===== src/hw/gec_map.svh =====
// register offsets, field positions, reset values and timing counts of the counter block
`ifndef GEC_MAP_SVH
`define GEC_MAP_SVH
`define GEC_OFF_CTRL      12'h000
`define GEC_OFF_CFG       12'h004
`define GEC_OFF_DELAY     12'h008
`define GEC_OFF_WIDTH     12'h00c
`define GEC_OFF_NPULSE    12'h010
`define GEC_OFF_COUNT     12'h014
`define GEC_OFF_STATUS    12'h018
`define GEC_CTRL_START    0
`define GEC_CTRL_STOP     1
`define GEC_CTRL_PSTART   2
`define GEC_CTRL_PSTOP    3
`define GEC_CFG_EDGE      0
`define GEC_CFG_CASCADE   1
`define GEC_CFG_TBSEL     2
`define GEC_CFG_POL       3
`define GEC_CFG_TRAIN     4
`define GEC_CFG_GATE_LSB  8
`define GEC_CFG_RST       32'h0000_0000
`define GEC_DELAY_RST     16'h0000
`define GEC_NPULSE_RST    16'h0000
`define GEC_MIN_PHASE     16'h0003
`define GEC_TB_DIV        8'h03
`endif


===== src/hw/gec_pkg.sv =====
// types shared by the counter and pulse generator block
package gec_pkg;
    typedef enum logic [2:0] {
        GEC_GATE_NONE  = 3'b000,
        GEC_GATE_HIGH  = 3'b001,
        GEC_GATE_LOW   = 3'b010,
        GEC_GATE_RISE  = 3'b011,
        GEC_GATE_FALL  = 3'b100,
        GEC_GATE_RRISE = 3'b101,
        GEC_GATE_RFALL = 3'b110
    } gec_gate_t;
    typedef enum logic [1:0] {
        GEC_PG_IDLE  = 2'b00,
        GEC_PG_ARM   = 2'b01,
        GEC_PG_DELAY = 2'b10,
        GEC_PG_PULSE = 2'b11
    } gec_pg_state_t;
    typedef struct packed {
        gec_gate_t gate;
        logic      train;
        logic      pol;
        logic      tbsel;
        logic      cascade;
        logic      edge_fall;
    } gec_cfg_t;
endpackage : gec_pkg


===== src/hw/gec_counter.sv =====
// event counter and delayed pulse / pulse train generator with apb slave
//
// Register access over APB and the address map were chosen for this implementation.
`timescale 1ns/100ps
`default_nettype none
`include "gec_map.svh"
// Functional notes
// - count one per selected source transition
// - edge setting: 0 rising, 1 falling
// - cascaded count is high<<16 plus low
// - start loads config, restart reinitialises
// - stop halts counters
// - pulse: delay level, pulse level, back
// - zero delay with internal timebase: three
// - zero width with internal timebase: three
// - timebase select: 0 internal, 1 external
// - gate mode 0 ignores gate
// - modes 1/2 run while gate high/low
// - modes 3/4 one pulse on first edge
// - modes 5/6 retrigger on every edge
// - polarity 0 low then high, 1 inverted
// - train repeats delay then pulse
// - pulse count zero means endless train
// - period at least two timebase cycles
module gec_counter
    import gec_pkg::*;
(
    input  wire logic        pclk,             // bus and core clock, 40 MHz
    input  wire logic        presetn,          // asynchronous reset, active low
    input  wire logic        psel,             // apb select
    input  wire logic        penable,          // apb access phase
    input  wire logic        pwrite,           // apb direction
    input  wire logic [11:0] paddr,            // apb byte address
    input  wire logic [31:0] pwdata,           // apb write data
    output logic      [31:0] prdata,           // apb read data
    output logic             pready,           // apb ready
    output logic             pslverr,          // apb error on unmapped address
    input  wire logic        event_source_pin, // counted event input
    input  wire logic        gate_input_pin,   // gate input
    input  wire logic        ext_tb_pin,       // external timebase input
    output logic             pulse_output_pin  // pulse output
);
    // synchronisers: stage one feeds stage two only
    logic [2:0] sync1_reg;
    logic [2:0] sync2_reg;
    logic [2:0] prev_reg;
    always_ff @(posedge pclk or negedge presetn) begin
        if (!presetn) begin
            sync1_reg <= 3'h0;
            sync2_reg <= 3'h0;
            prev_reg  <= 3'h0;
        end else begin
            sync1_reg <= {ext_tb_pin, gate_input_pin, event_source_pin};
            sync2_reg <= sync1_reg;
            prev_reg  <= sync2_reg;
        end
    end
    wire src_s  = sync2_reg[0];
    wire gate_s = sync2_reg[1];
    wire rise_v [3];
    wire fall_v [3];
    genvar gi;
    generate
        for (gi = 0; gi < 3; gi++) begin : g_edge
            assign rise_v[gi] = sync2_reg[gi] & ~prev_reg[gi];
            assign fall_v[gi] = ~sync2_reg[gi] & prev_reg[gi];
        end
    endgenerate

    // configuration and apb
    gec_cfg_t    cfg_reg;
    logic [15:0] delay_reg;
    logic [15:0] width_reg;
    logic [15:0] npulse_reg;
    logic [15:0] cnt_lo_reg;
    logic [15:0] cnt_hi_reg;
    logic        run_reg;
    logic [7:0]  div_reg;
    wire wr_en = psel & penable & pwrite;
    wire rd_en = psel & penable & ~pwrite;
    wire hit_ctrl   = (paddr == `GEC_OFF_CTRL);
    wire hit_cfg    = (paddr == `GEC_OFF_CFG);
    wire hit_delay  = (paddr == `GEC_OFF_DELAY);
    wire hit_width  = (paddr == `GEC_OFF_WIDTH);
    wire hit_npulse = (paddr == `GEC_OFF_NPULSE);
    wire hit_count  = (paddr == `GEC_OFF_COUNT);
    wire hit_status = (paddr == `GEC_OFF_STATUS);
    wire mapped = hit_ctrl | hit_cfg | hit_delay | hit_width | hit_npulse | hit_count | hit_status;
    wire ctl_start  = wr_en & hit_ctrl & pwdata[`GEC_CTRL_START];
    wire ctl_stop   = wr_en & hit_ctrl & pwdata[`GEC_CTRL_STOP];
    wire ctl_pstart = wr_en & hit_ctrl & pwdata[`GEC_CTRL_PSTART];
    wire ctl_pstop  = wr_en & hit_ctrl & pwdata[`GEC_CTRL_PSTOP];
    wire [31:0] cfg_word = {20'h0_0000, 1'b0, cfg_reg.gate, 3'h0, cfg_reg.train, cfg_reg.pol,
                            cfg_reg.tbsel, cfg_reg.cascade, cfg_reg.edge_fall};
    gec_pg_state_t pg_state_reg;
    wire pg_busy = (pg_state_reg != GEC_PG_IDLE);

    wire [31:0] count_word = cfg_reg.cascade ? {cnt_hi_reg, cnt_lo_reg} : {16'h0000, cnt_lo_reg};
    wire [31:0] rd_mux = hit_cfg    ? cfg_word :
                         hit_delay  ? {16'h0000, delay_reg} :
                         hit_width  ? {16'h0000, width_reg} :
                         hit_npulse ? {16'h0000, npulse_reg} :
                         hit_count  ? count_word :
                         hit_status ? {29'h0000_0000, pulse_output_pin, pg_busy, run_reg} :
                         32'h0000_0000;
    always_ff @(posedge pclk or negedge presetn) begin
        if (!presetn) begin
            prdata  <= 32'h0000_0000;
            pready  <= 1'b0;
            pslverr <= 1'b0;
        end else begin
            pready  <= psel & ~penable;
            pslverr <= psel & ~penable & ~mapped;
            prdata  <= (psel & ~penable & ~pwrite) ? rd_mux : prdata;
        end
    end
    // writes take effect on the completing access edge
    wire wr_go = wr_en & pready;
    always_ff @(posedge pclk or negedge presetn) begin
        if (!presetn) begin
            cfg_reg    <= gec_cfg_t'(8'(`GEC_CFG_RST));
            delay_reg  <= `GEC_DELAY_RST;
            width_reg  <= `GEC_DELAY_RST;
            npulse_reg <= `GEC_NPULSE_RST;
        end else if (wr_go) begin
            if (hit_cfg) begin
                cfg_reg <= '{gate: gec_gate_t'(pwdata[`GEC_CFG_GATE_LSB +: 3]),
                             train: pwdata[`GEC_CFG_TRAIN], pol: pwdata[`GEC_CFG_POL],
                             tbsel: pwdata[`GEC_CFG_TBSEL], cascade: pwdata[`GEC_CFG_CASCADE],
                             edge_fall: pwdata[`GEC_CFG_EDGE]};
            end else if (hit_delay) begin
                delay_reg <= pwdata[15:0];
            end else if (hit_width) begin
                width_reg <= pwdata[15:0];
            end else if (hit_npulse) begin
                npulse_reg <= pwdata[15:0];
            end
        end
    end

    // timebase tick
    wire int_tick = (div_reg == 8'h00);
    wire tb_tick = cfg_reg.tbsel ? rise_v[2] : int_tick;
    always_ff @(posedge pclk or negedge presetn) begin
        if (!presetn) begin
            div_reg <= 8'h00;
        end else begin
            div_reg <= int_tick ? `GEC_TB_DIV : div_reg - 8'h01;
        end
    end

    // gate level qualifier shared by counter and generator
    function automatic logic gate_ok(input gec_gate_t m, input logic g);
        case (m)
            GEC_GATE_HIGH: gate_ok = g;
            GEC_GATE_LOW:  gate_ok = ~g;
            default:       gate_ok = 1'b1;
        endcase
    endfunction
    // mode 0 and edge modes do not gate the count level
    wire cnt_gate = gate_ok(cfg_reg.gate, gate_s);
    wire src_evt = cfg_reg.edge_fall ? fall_v[0] : rise_v[0];

    // event counter
    wire cnt_adv = run_reg & cnt_gate & src_evt & ~ctl_stop & ~ctl_start;
    always_ff @(posedge pclk or negedge presetn) begin
        if (!presetn) begin
            run_reg    <= 1'b0;
            cnt_lo_reg <= 16'h0000;
            cnt_hi_reg <= 16'h0000;
        end else if (ctl_start & wr_go) begin
            // start or restart clears and runs
            run_reg    <= 1'b1;
            cnt_lo_reg <= 16'h0000;
            cnt_hi_reg <= 16'h0000;
        end else if (ctl_stop & wr_go) begin
            run_reg <= 1'b0;
        end else if (cnt_adv) begin
            cnt_lo_reg <= cnt_lo_reg + 16'h0001;
            if (cfg_reg.cascade && cnt_lo_reg == 16'hffff) begin
                cnt_hi_reg <= cnt_hi_reg + 16'h0001;
            end
        end
    end

    // pulse generator
    // zero delay promoted to minimum
    wire [15:0] delay_eff = (delay_reg == 16'h0000) ? `GEC_MIN_PHASE : delay_reg;
    wire [15:0] width_eff = (width_reg == 16'h0000) ? `GEC_MIN_PHASE : width_reg;
    wire gate_edge_r = rise_v[1];
    wire gate_edge_f = fall_v[1];
    wire trig = (cfg_reg.gate == GEC_GATE_RISE || cfg_reg.gate == GEC_GATE_RRISE) ? gate_edge_r :
                (cfg_reg.gate == GEC_GATE_FALL || cfg_reg.gate == GEC_GATE_RFALL) ? gate_edge_f :
                1'b0;
    wire edge_mode = (cfg_reg.gate >= GEC_GATE_RISE);
    wire retrig    = (cfg_reg.gate == GEC_GATE_RRISE) || (cfg_reg.gate == GEC_GATE_RFALL);
    wire pg_gate   = gate_ok(cfg_reg.gate, gate_s);
    logic [15:0] phase_cnt_reg;
    logic [15:0] pulses_reg;
    gec_pg_state_t pg_next;
    logic [15:0]   phase_next;
    wire phase_done = tb_tick & pg_gate & (phase_cnt_reg == 16'h0001);
    // pulses_reg counts finished pulses, so the one now ending is pulses_reg + 1
    wire last_pulse = ~cfg_reg.train |
                      ((npulse_reg != 16'h0000) & ((pulses_reg + 16'h0001) == npulse_reg));
    always_comb begin
        pg_next    = pg_state_reg;
        phase_next = phase_cnt_reg;
        case (pg_state_reg)
            GEC_PG_IDLE: begin
            end
            GEC_PG_ARM: begin
                if (trig) begin
                    pg_next    = GEC_PG_DELAY;
                    phase_next = delay_eff;
                end
            end
            GEC_PG_DELAY: begin
                if (phase_done) begin
                    pg_next    = GEC_PG_PULSE;
                    phase_next = width_eff;
                end else if (tb_tick & pg_gate) begin
                    phase_next = phase_cnt_reg - 16'h0001;
                end
            end
            default: begin
                if (phase_done) begin
                    if (!last_pulse) begin
                        pg_next    = GEC_PG_DELAY;
                        phase_next = delay_eff;
                    end else begin
                        pg_next = retrig ? GEC_PG_ARM : GEC_PG_IDLE;
                    end
                end else if (tb_tick & pg_gate) begin
                    phase_next = phase_cnt_reg - 16'h0001;
                end
            end
        endcase
        if (retrig && trig && pg_state_reg != GEC_PG_IDLE) begin
            pg_next    = GEC_PG_DELAY;
            phase_next = delay_eff;
        end
    end
    always_ff @(posedge pclk or negedge presetn) begin
        if (!presetn) begin
            pg_state_reg  <= GEC_PG_IDLE;
            phase_cnt_reg <= 16'h0000;
            pulses_reg    <= 16'h0000;
        end else if (ctl_pstop & wr_go) begin
            pg_state_reg <= GEC_PG_IDLE;
        end else if (ctl_pstart & wr_go) begin
            // load and start, or arm for edges
            pg_state_reg  <= edge_mode ? GEC_PG_ARM : GEC_PG_DELAY;
            phase_cnt_reg <= delay_eff;
            pulses_reg    <= 16'h0000;
        end else begin
            pg_state_reg  <= pg_next;
            phase_cnt_reg <= phase_next;
            if (pg_state_reg == GEC_PG_PULSE && phase_done) begin
                pulses_reg <= pulses_reg + 16'h0001;
            end else if (pg_next == GEC_PG_DELAY && pg_state_reg == GEC_PG_ARM) begin
                pulses_reg <= 16'h0000;
            end
        end
    end
    // output level from phase and polarity
    // a start or stop write overrides the state walk, so the pin follows it too
    wire pulse_ph_d = ~(wr_go & (ctl_pstart | ctl_pstop)) & (pg_next == GEC_PG_PULSE);
    wire out_next   = pulse_ph_d ^ cfg_reg.pol;
    always_ff @(posedge pclk or negedge presetn) begin
        if (!presetn) begin
            pulse_output_pin <= 1'b0;
        end else begin
            pulse_output_pin <= out_next;
        end
    end
endmodule : gec_counter
`default_nettype wire


===== config.mk =====
export PLATFORM = sky130hd
export DESIGN_NAME = gec_counter
export DESIGN_NICKNAME = d
export VERILOG_FILES = /design/src/hw/gec_pkg.sv /design/src/hw/gec_counter.sv
export VERILOG_INCLUDE_DIRS = /design/src /design/src/hw
export SDC_FILE = /design/constraint.sdc
export NUM_CORES = 1
export LEC_CHECK = 0
export BUFFER_PORTS_ARGS = -buffer_cell sky130_fd_sc_hd__buf_2
export CAP_MARGIN = 20
export CORE_MARGIN = 1.5
export CORE_UTILIZATION = 55
export CTS_BUF_LIST = sky130_fd_sc_hd__clkbuf_4 sky130_fd_sc_hd__clkbuf_8
export CTS_CLUSTER_DIAMETER = 50
export DETAILED_ROUTE_END_ITERATION = 12
export PLACE_DENSITY_LB_ADDON = 0.3
export SLEW_MARGIN = 5
export SYNTH_ARGS = -nofsm -noshare
export SYNTH_HDL_FRONTEND = slang
export SYNTH_SLANG_ARGS = --single-unit

===== constraint.sdc =====
create_clock -name pclk -period 3.2 [get_ports pclk]
set_input_delay 0.16 -clock pclk [delete_from_list [all_inputs] [get_ports pclk]]
set_output_delay 0.16 -clock pclk [all_outputs]
set_load 0.01 [all_outputs]

# After elaboration in Yosys (flattened, before gate mapping)
# Cells that the tools add are included.
classes:
  n_addsub: 5
  n_lt_le_gt_ge: 1
  eq_ne: 24
  mux: 45
  bitwise: 54
  reduce_logical: 27
op_table:
  columns: ["operator", "count"]
  rows:
  - ["two-way mux 16 bit", 19]
  - ["two-way mux 32 bit", 6]
  - ["adder 16 x 1 -> 16 bit (second input constant)", 3]
  - ["case mux 16 bit (3 select lines)", 1]
  - ["== test 12 x 5 -> 1 bit (second input constant)", 3]
  - ["logical NOT 16 bit", 2]
  - ["bitwise AND 1 bit", 29]
  - ["== test 12 x 4 -> 1 bit (second input constant)", 2]
  - ["== test 16 x 1 -> 1 bit (second input constant)", 1]
  - ["== test 16 bit", 1]
  - ["== test 16 bit (second input constant)", 1]
  - ["two-way mux 2 bit", 8]
  - ["NOT 1 bit", 16]
  - ["nonzero test 16 bit", 1]
  - ["subtractor 16 x 1 -> 16 bit (second input constant)", 1]
  - ["== test 12 x 3 -> 1 bit (second input constant)", 1]
  - ["logical NOT 12 bit", 1]
  - ["== test 3 bit (second input constant)", 3]
  - ["== test 2 bit (second input constant)", 4]
  - ["logical NOT 8 bit", 1]
  - ["two-way mux 8 bit", 1]
  - ["bitwise OR 1 bit", 8]
  - ["AND reduction 4 bit", 2]
  - ["nonzero test 2 bit", 4]
  - ["21 further kinds", 37]
totals:
  ff_bits: 175
  in_bits: 52
  output_inout_bits: 35
  wordCells: 179

# Longest topological paths before layout
depth:
  ltp_word: 13
  mapped_depth: 13
  mapped_depth_nobuf: 10

# Worst setup path before layout
# No wires, ideal clock.
synth_path:
  path_type: "flip-flop to flip-flop"
  startpoint: "register div_reg[0]"
  endpoint: "register pulses_reg[5]"
  setup_time_ps: 110
  arrival_time_ps: 2484
  required_ps: 3090
  slack_ps: 605
  stages_incl_launch_ff: 12
  n_path_buf: 1
  period_less_slack_ps: 2595
  cell_sequence: "dfrtp_1 inv_1 ha_1 or3b_2 o31ai_4 nand3_2 o22a_1 o311a_1 a211oi_2 buf_4 o21ai_1 o41ai_1"
synth_via:
  elab_chain_len: 11
  elab_cells_between_ends: 15
  classes_between: "eq/ne: 1; mux: 7; bitwise: 2; reduce/logical: 5"
synth_lines:
  columns: ["element", "line", "source"]
  rows:
  - ["start, declared", "gec_counter.sv:78", "logic [7:0] div_reg;"]
  - ["start signal, assigned", "gec_counter.sv:148", "div_reg <= int_tick ? `GEC_TB_DIV : div_reg - 8'h01;"]
  - ["logical NOT 8 bit *", "gec_counter.sv:142", "wire int_tick = (div_reg == 8'h00);"]
  - ["two-way mux 1 bit *", "gec_counter.sv:143", "wire tb_tick = cfg_reg.tbsel ? rise_v[2] : int_tick;"]
  - ["bitwise AND 1 bit * (2 in a row)", "gec_counter.sv:202", "wire phase_done = tb_tick & pg_gate & (phase_cnt_reg == 16'h0001);"]
  - ["two-way mux 2 bit, on equally long branches", "gec_counter.sv:227, gec_counter.sv:219", null]
  - ["case mux 2 bit (3 select lines)", "gec_counter.sv:209", "case (pg_state_reg)"]
  - ["two-way mux 2 bit", "gec_counter.sv:239", "if (retrig && trig && pg_state_reg != GEC_PG_IDLE) begin"]
  - ["== test 2 bit", "gec_counter.sv:261", "end else if (pg_next == GEC_PG_DELAY && pg_state_reg == GEC_PG_ARM) begin"]
  - ["logical AND 1 bit", "gec_counter.sv:261", null]
  - ["nonzero test 3 bit (no line)", null, null]
  - ["AND reduction 2 bit (no line)", null, null]
  - ["end signal, assigned", "gec_counter.sv:260", "pulses_reg <= pulses_reg + 16'h0001;"]
  - ["end, declared", "gec_counter.sv:199", "logic [15:0] pulses_reg;"]
# Every way passes the cells marked *; elsewhere a longest branch is shown, timed or not.
# A chain may end at the register's enable or synchronous reset.

# Final worst setup path
layout_path:
  startpoint: "register div_reg[0]"
  endpoint: "register pulses_reg[11]"
# Same word-level chain as after synthesis.

==> reports/summary.txt <==
Sink Count: 175
Final Hold Fails: 0
Final setup violation count: 0
Area contributors post-synth: dfrtp_1 46%, mux2_2 6.8%, nor2_1 3.1%, a21oi_1 2.7%, xnor2_1 2.6%
Post-synth EDFFs: 0
Proportion of synthesized area in mux cells: 7.725%
Max reg flops: 32
Multi-input logic area: 0.004822 mm²
Crit path required time: 3610 ps
Critical Path Max Stage Delay: 520 ps
Largest net degree at the start of global routing: 57
Post-synthesis adder-cell area fraction: 1.717%
Inst Count DP: 1231
Global-route wire length before repair: 40.45 mm
DRT antenna net count: 0
Vias per cell: 6.277
Pins over their slew limit: 0
Main synth FF type: dfrtp_1
Clock Skews: 15.04 ps
Crit path cell chain: inv_1, ha_1, or3b_2, o31ai_4, nand3_2, o22a_1, o311a_1, a211oi_2, buf_4, a211oi_1, mux2i_1
Drt first pass iters: 6
Worst-path clk slew: 100 ps
Worst vdd ir: 262.6 µV
Hold WS: 46.01 ps
Syn Nets: 1018
CTS tree: yes
Worst r2r src: div_reg[0]
Area Growth Syn to Fin: 14.50%
CTS Buffer Depth: 2
Die area: 0.01802 mm²
DRC errors left: 0
Port buffer count: 70
Total track usage: 28.94%
Final min period: 3056 ps
Via count: 8060
Main combinational cell family by area after synthesis: simple AND/OR/NAND/NOR gates
Total chip power: 4.049 mW
Standard-cell rows: 47
Synth cell types: 75
Reg area: 0.004379 mm²
Simple-gate share of the synthesized area: 18.49%
Crit path DAT: 3470 ps
Hold crit path type: in2reg
# IOs: 87
FFs w/ async S/R, synth: 100.0%
Compound-cell area share of the yosys netlist: 17.69%
Drt wl/cell: 19.54 µm
Fmax achieved: 327.2 MHz
Sum Neg Setup Slack: 0 ps
Clk root buf: clkbuf_8
Total CTS buffers: 17
Net count, final: 1116
Hold Path Stages: 2
Final Cycle Share: 95.50%
Core Area: 0.01670 mm²
PD cells: 373.2 mW/mm²
Worst setup SP type: register
Most flops, register: prdata
Die Wd: 134.3 µm
Hold EP: width_reg[3]
Post-Route WL: 25.09 mm
# H-tree levels: 4
Crit path capture type: register
Final cell count without fillers: 1284
Initial Util: 56.74%
R2R Setup Slk: 140 ps
Cell Area, Synth: 0.009475 mm²
Die H: 134.3 µm
Critical path type: reg2reg
HPWL after DPL: 18.27 mm
RSZ-0062 raised after global routing: no
Grt total ovfl: 0
Worst Path Max Fanout: 7
Mapped Cells: 953
Setup Fix Bufs, Post-CTS: 0
Slew headroom: 55.00%
DRT iter0 DRCs: 820
Status: completed
Synth Register Bits: 175
Number of global-route vias before repair: 7647
Avg Inst Size Synth: 9.943 µm²
Share of post-route cells with drive strength above 1: 21.05%
Filler Cell Count: 1329
Worst Tran Pin Value: 668.0 ps
Clk Latency, worst-skew pair: 490 ps
Max-Cap Viols: 0
RR Endpoint: pulses_reg[11]
Worst-case reg-to-reg path depth: 11
Placed cell area: 0.01024 mm²
GP Congestion: 0.9278
Register area share after synthesis: 46.22%
Hold_sp: pwdata[3]
Synth top area share: 46.22%
Initial antenna violation count: 0
Inserted Diodes: 0
Synth Area in XOR/XNOR: 5.084%
Synth warn: 0
Critical-path top delay cell: or3b_2
P_leak: 4.998 nW
Cell type with the largest total area after synthesis: dfrtp_1
Fin area: 0.01085 mm²
[Yosys cell counts (18+ instances only)]
cell type,number
dfrtp_1,175
nor2_1,79
mux2_2,57
nand2_1,57
a21oi_1,51
o21ai_0,47
clkbuf_1,37
nand3_1,37
xnor2_1,28
nor4_1,27
xor2_1,27
a22o_1,23
a22oi_1,22
inv_1,18
[logic make-up after synthesis]
kind of cell,count (synthesis)
fa+ha+maj,13
buf+inv,72
simple gates,326
flops,175
xor+xnor,55
mux,66
compound gates,246
[cell type report]
type	count	share of cell area, %
multi-input combinational	706	44.45
sequential	175	40.36
timing repair buffer	133	8.407
tap	220	2.537
clock buffer	19	2.295
clock inverter	13	1.326
inverter	18	0.6228
[what timing repair did]
action	CTS	global route
endpoints found under the setup margin	0	1
endpoints found under the hold margin	89	0
hold buffers	20	0
gates resized for setup	0	1
[how the worst max path moves through the flow]
| stage | from | to | slack [ps] | cells after the start |
|---|---|---|---|---|
| floorplan | div_reg[0] | pulses_reg[5] | 610 | 11 |
| global placement | div_reg[0] | pulses_reg[11] | 250 | 11 |
| detailed placement | div_reg[0] | pulses_reg[9] | 210 | 12 |
| CTS | div_reg[0] | pulses_reg[9] | 180 | 12 |
| global route | div_reg[0] | pulses_reg[11] | 40 | 11 |
| finish | div_reg[0] | pulses_reg[11] | 140 | 11 |
[stage by stage]
stage               setup WS [ps]  utilization (%)
floorplan                   605.4                -
global placement            248.7            61.29
detailed placement          214.4            61.29
CTS                         179.3            64.84
global route                38.21            64.96
finish                      144.1            64.96
[power by group]
part | internal, mW | switching (mW) | total (mW)
sequential | 2.24 | 0.0340 | 2.28
clock | 0.667 | 0.893 | 1.56
combinational | 0.0832 | 0.127 | 0.211
[layer usage]
layer | track usage (%) | up-vias | share of wire, %
met5 | 0 | - | 0
li1 | - | 3745 | -
met2 | 46.10 | 364 | 47
met3 | 4.913 | 55 | 6.8
met4 | 10.87 | 0 | 2.7
met1 | 39.85 | 3896 | 44
[critical path: cells and delay by family, from the launching register on]
family | cells | cell delay, ps
AO/OA/AOI/OAI | 5 | 1250
adder cells (fa/ha/maj) | 1 | 160
buffers and inverters | 2 | 320
flip-flops | 1 | 400
multiplexers | 1 | 150
AND/OR/NAND/NOR | 2 | 700
[cell usage in the layout (no fill, tap or decap), types with 14 or more instances in the layout]
cell / n
nand2_1: 57
and3_1: 16
mux2_2: 57
a21oi_1: 50
o21ai_0: 47
buf_2: 69
nor4_1: 27
o21ai_1: 14
buf_4: 40
a22oi_1: 22
dfrtp_1: 175
clkbuf_8: 17
nor2_1: 79
xor2_1: 27
a22o_1: 23
nand4_1: 14
nand3_1: 37
inv_1: 18
xnor2_1: 28
dlygate4sd3_1: 20
No activity file was read; power rests on OpenSTA's default activity.
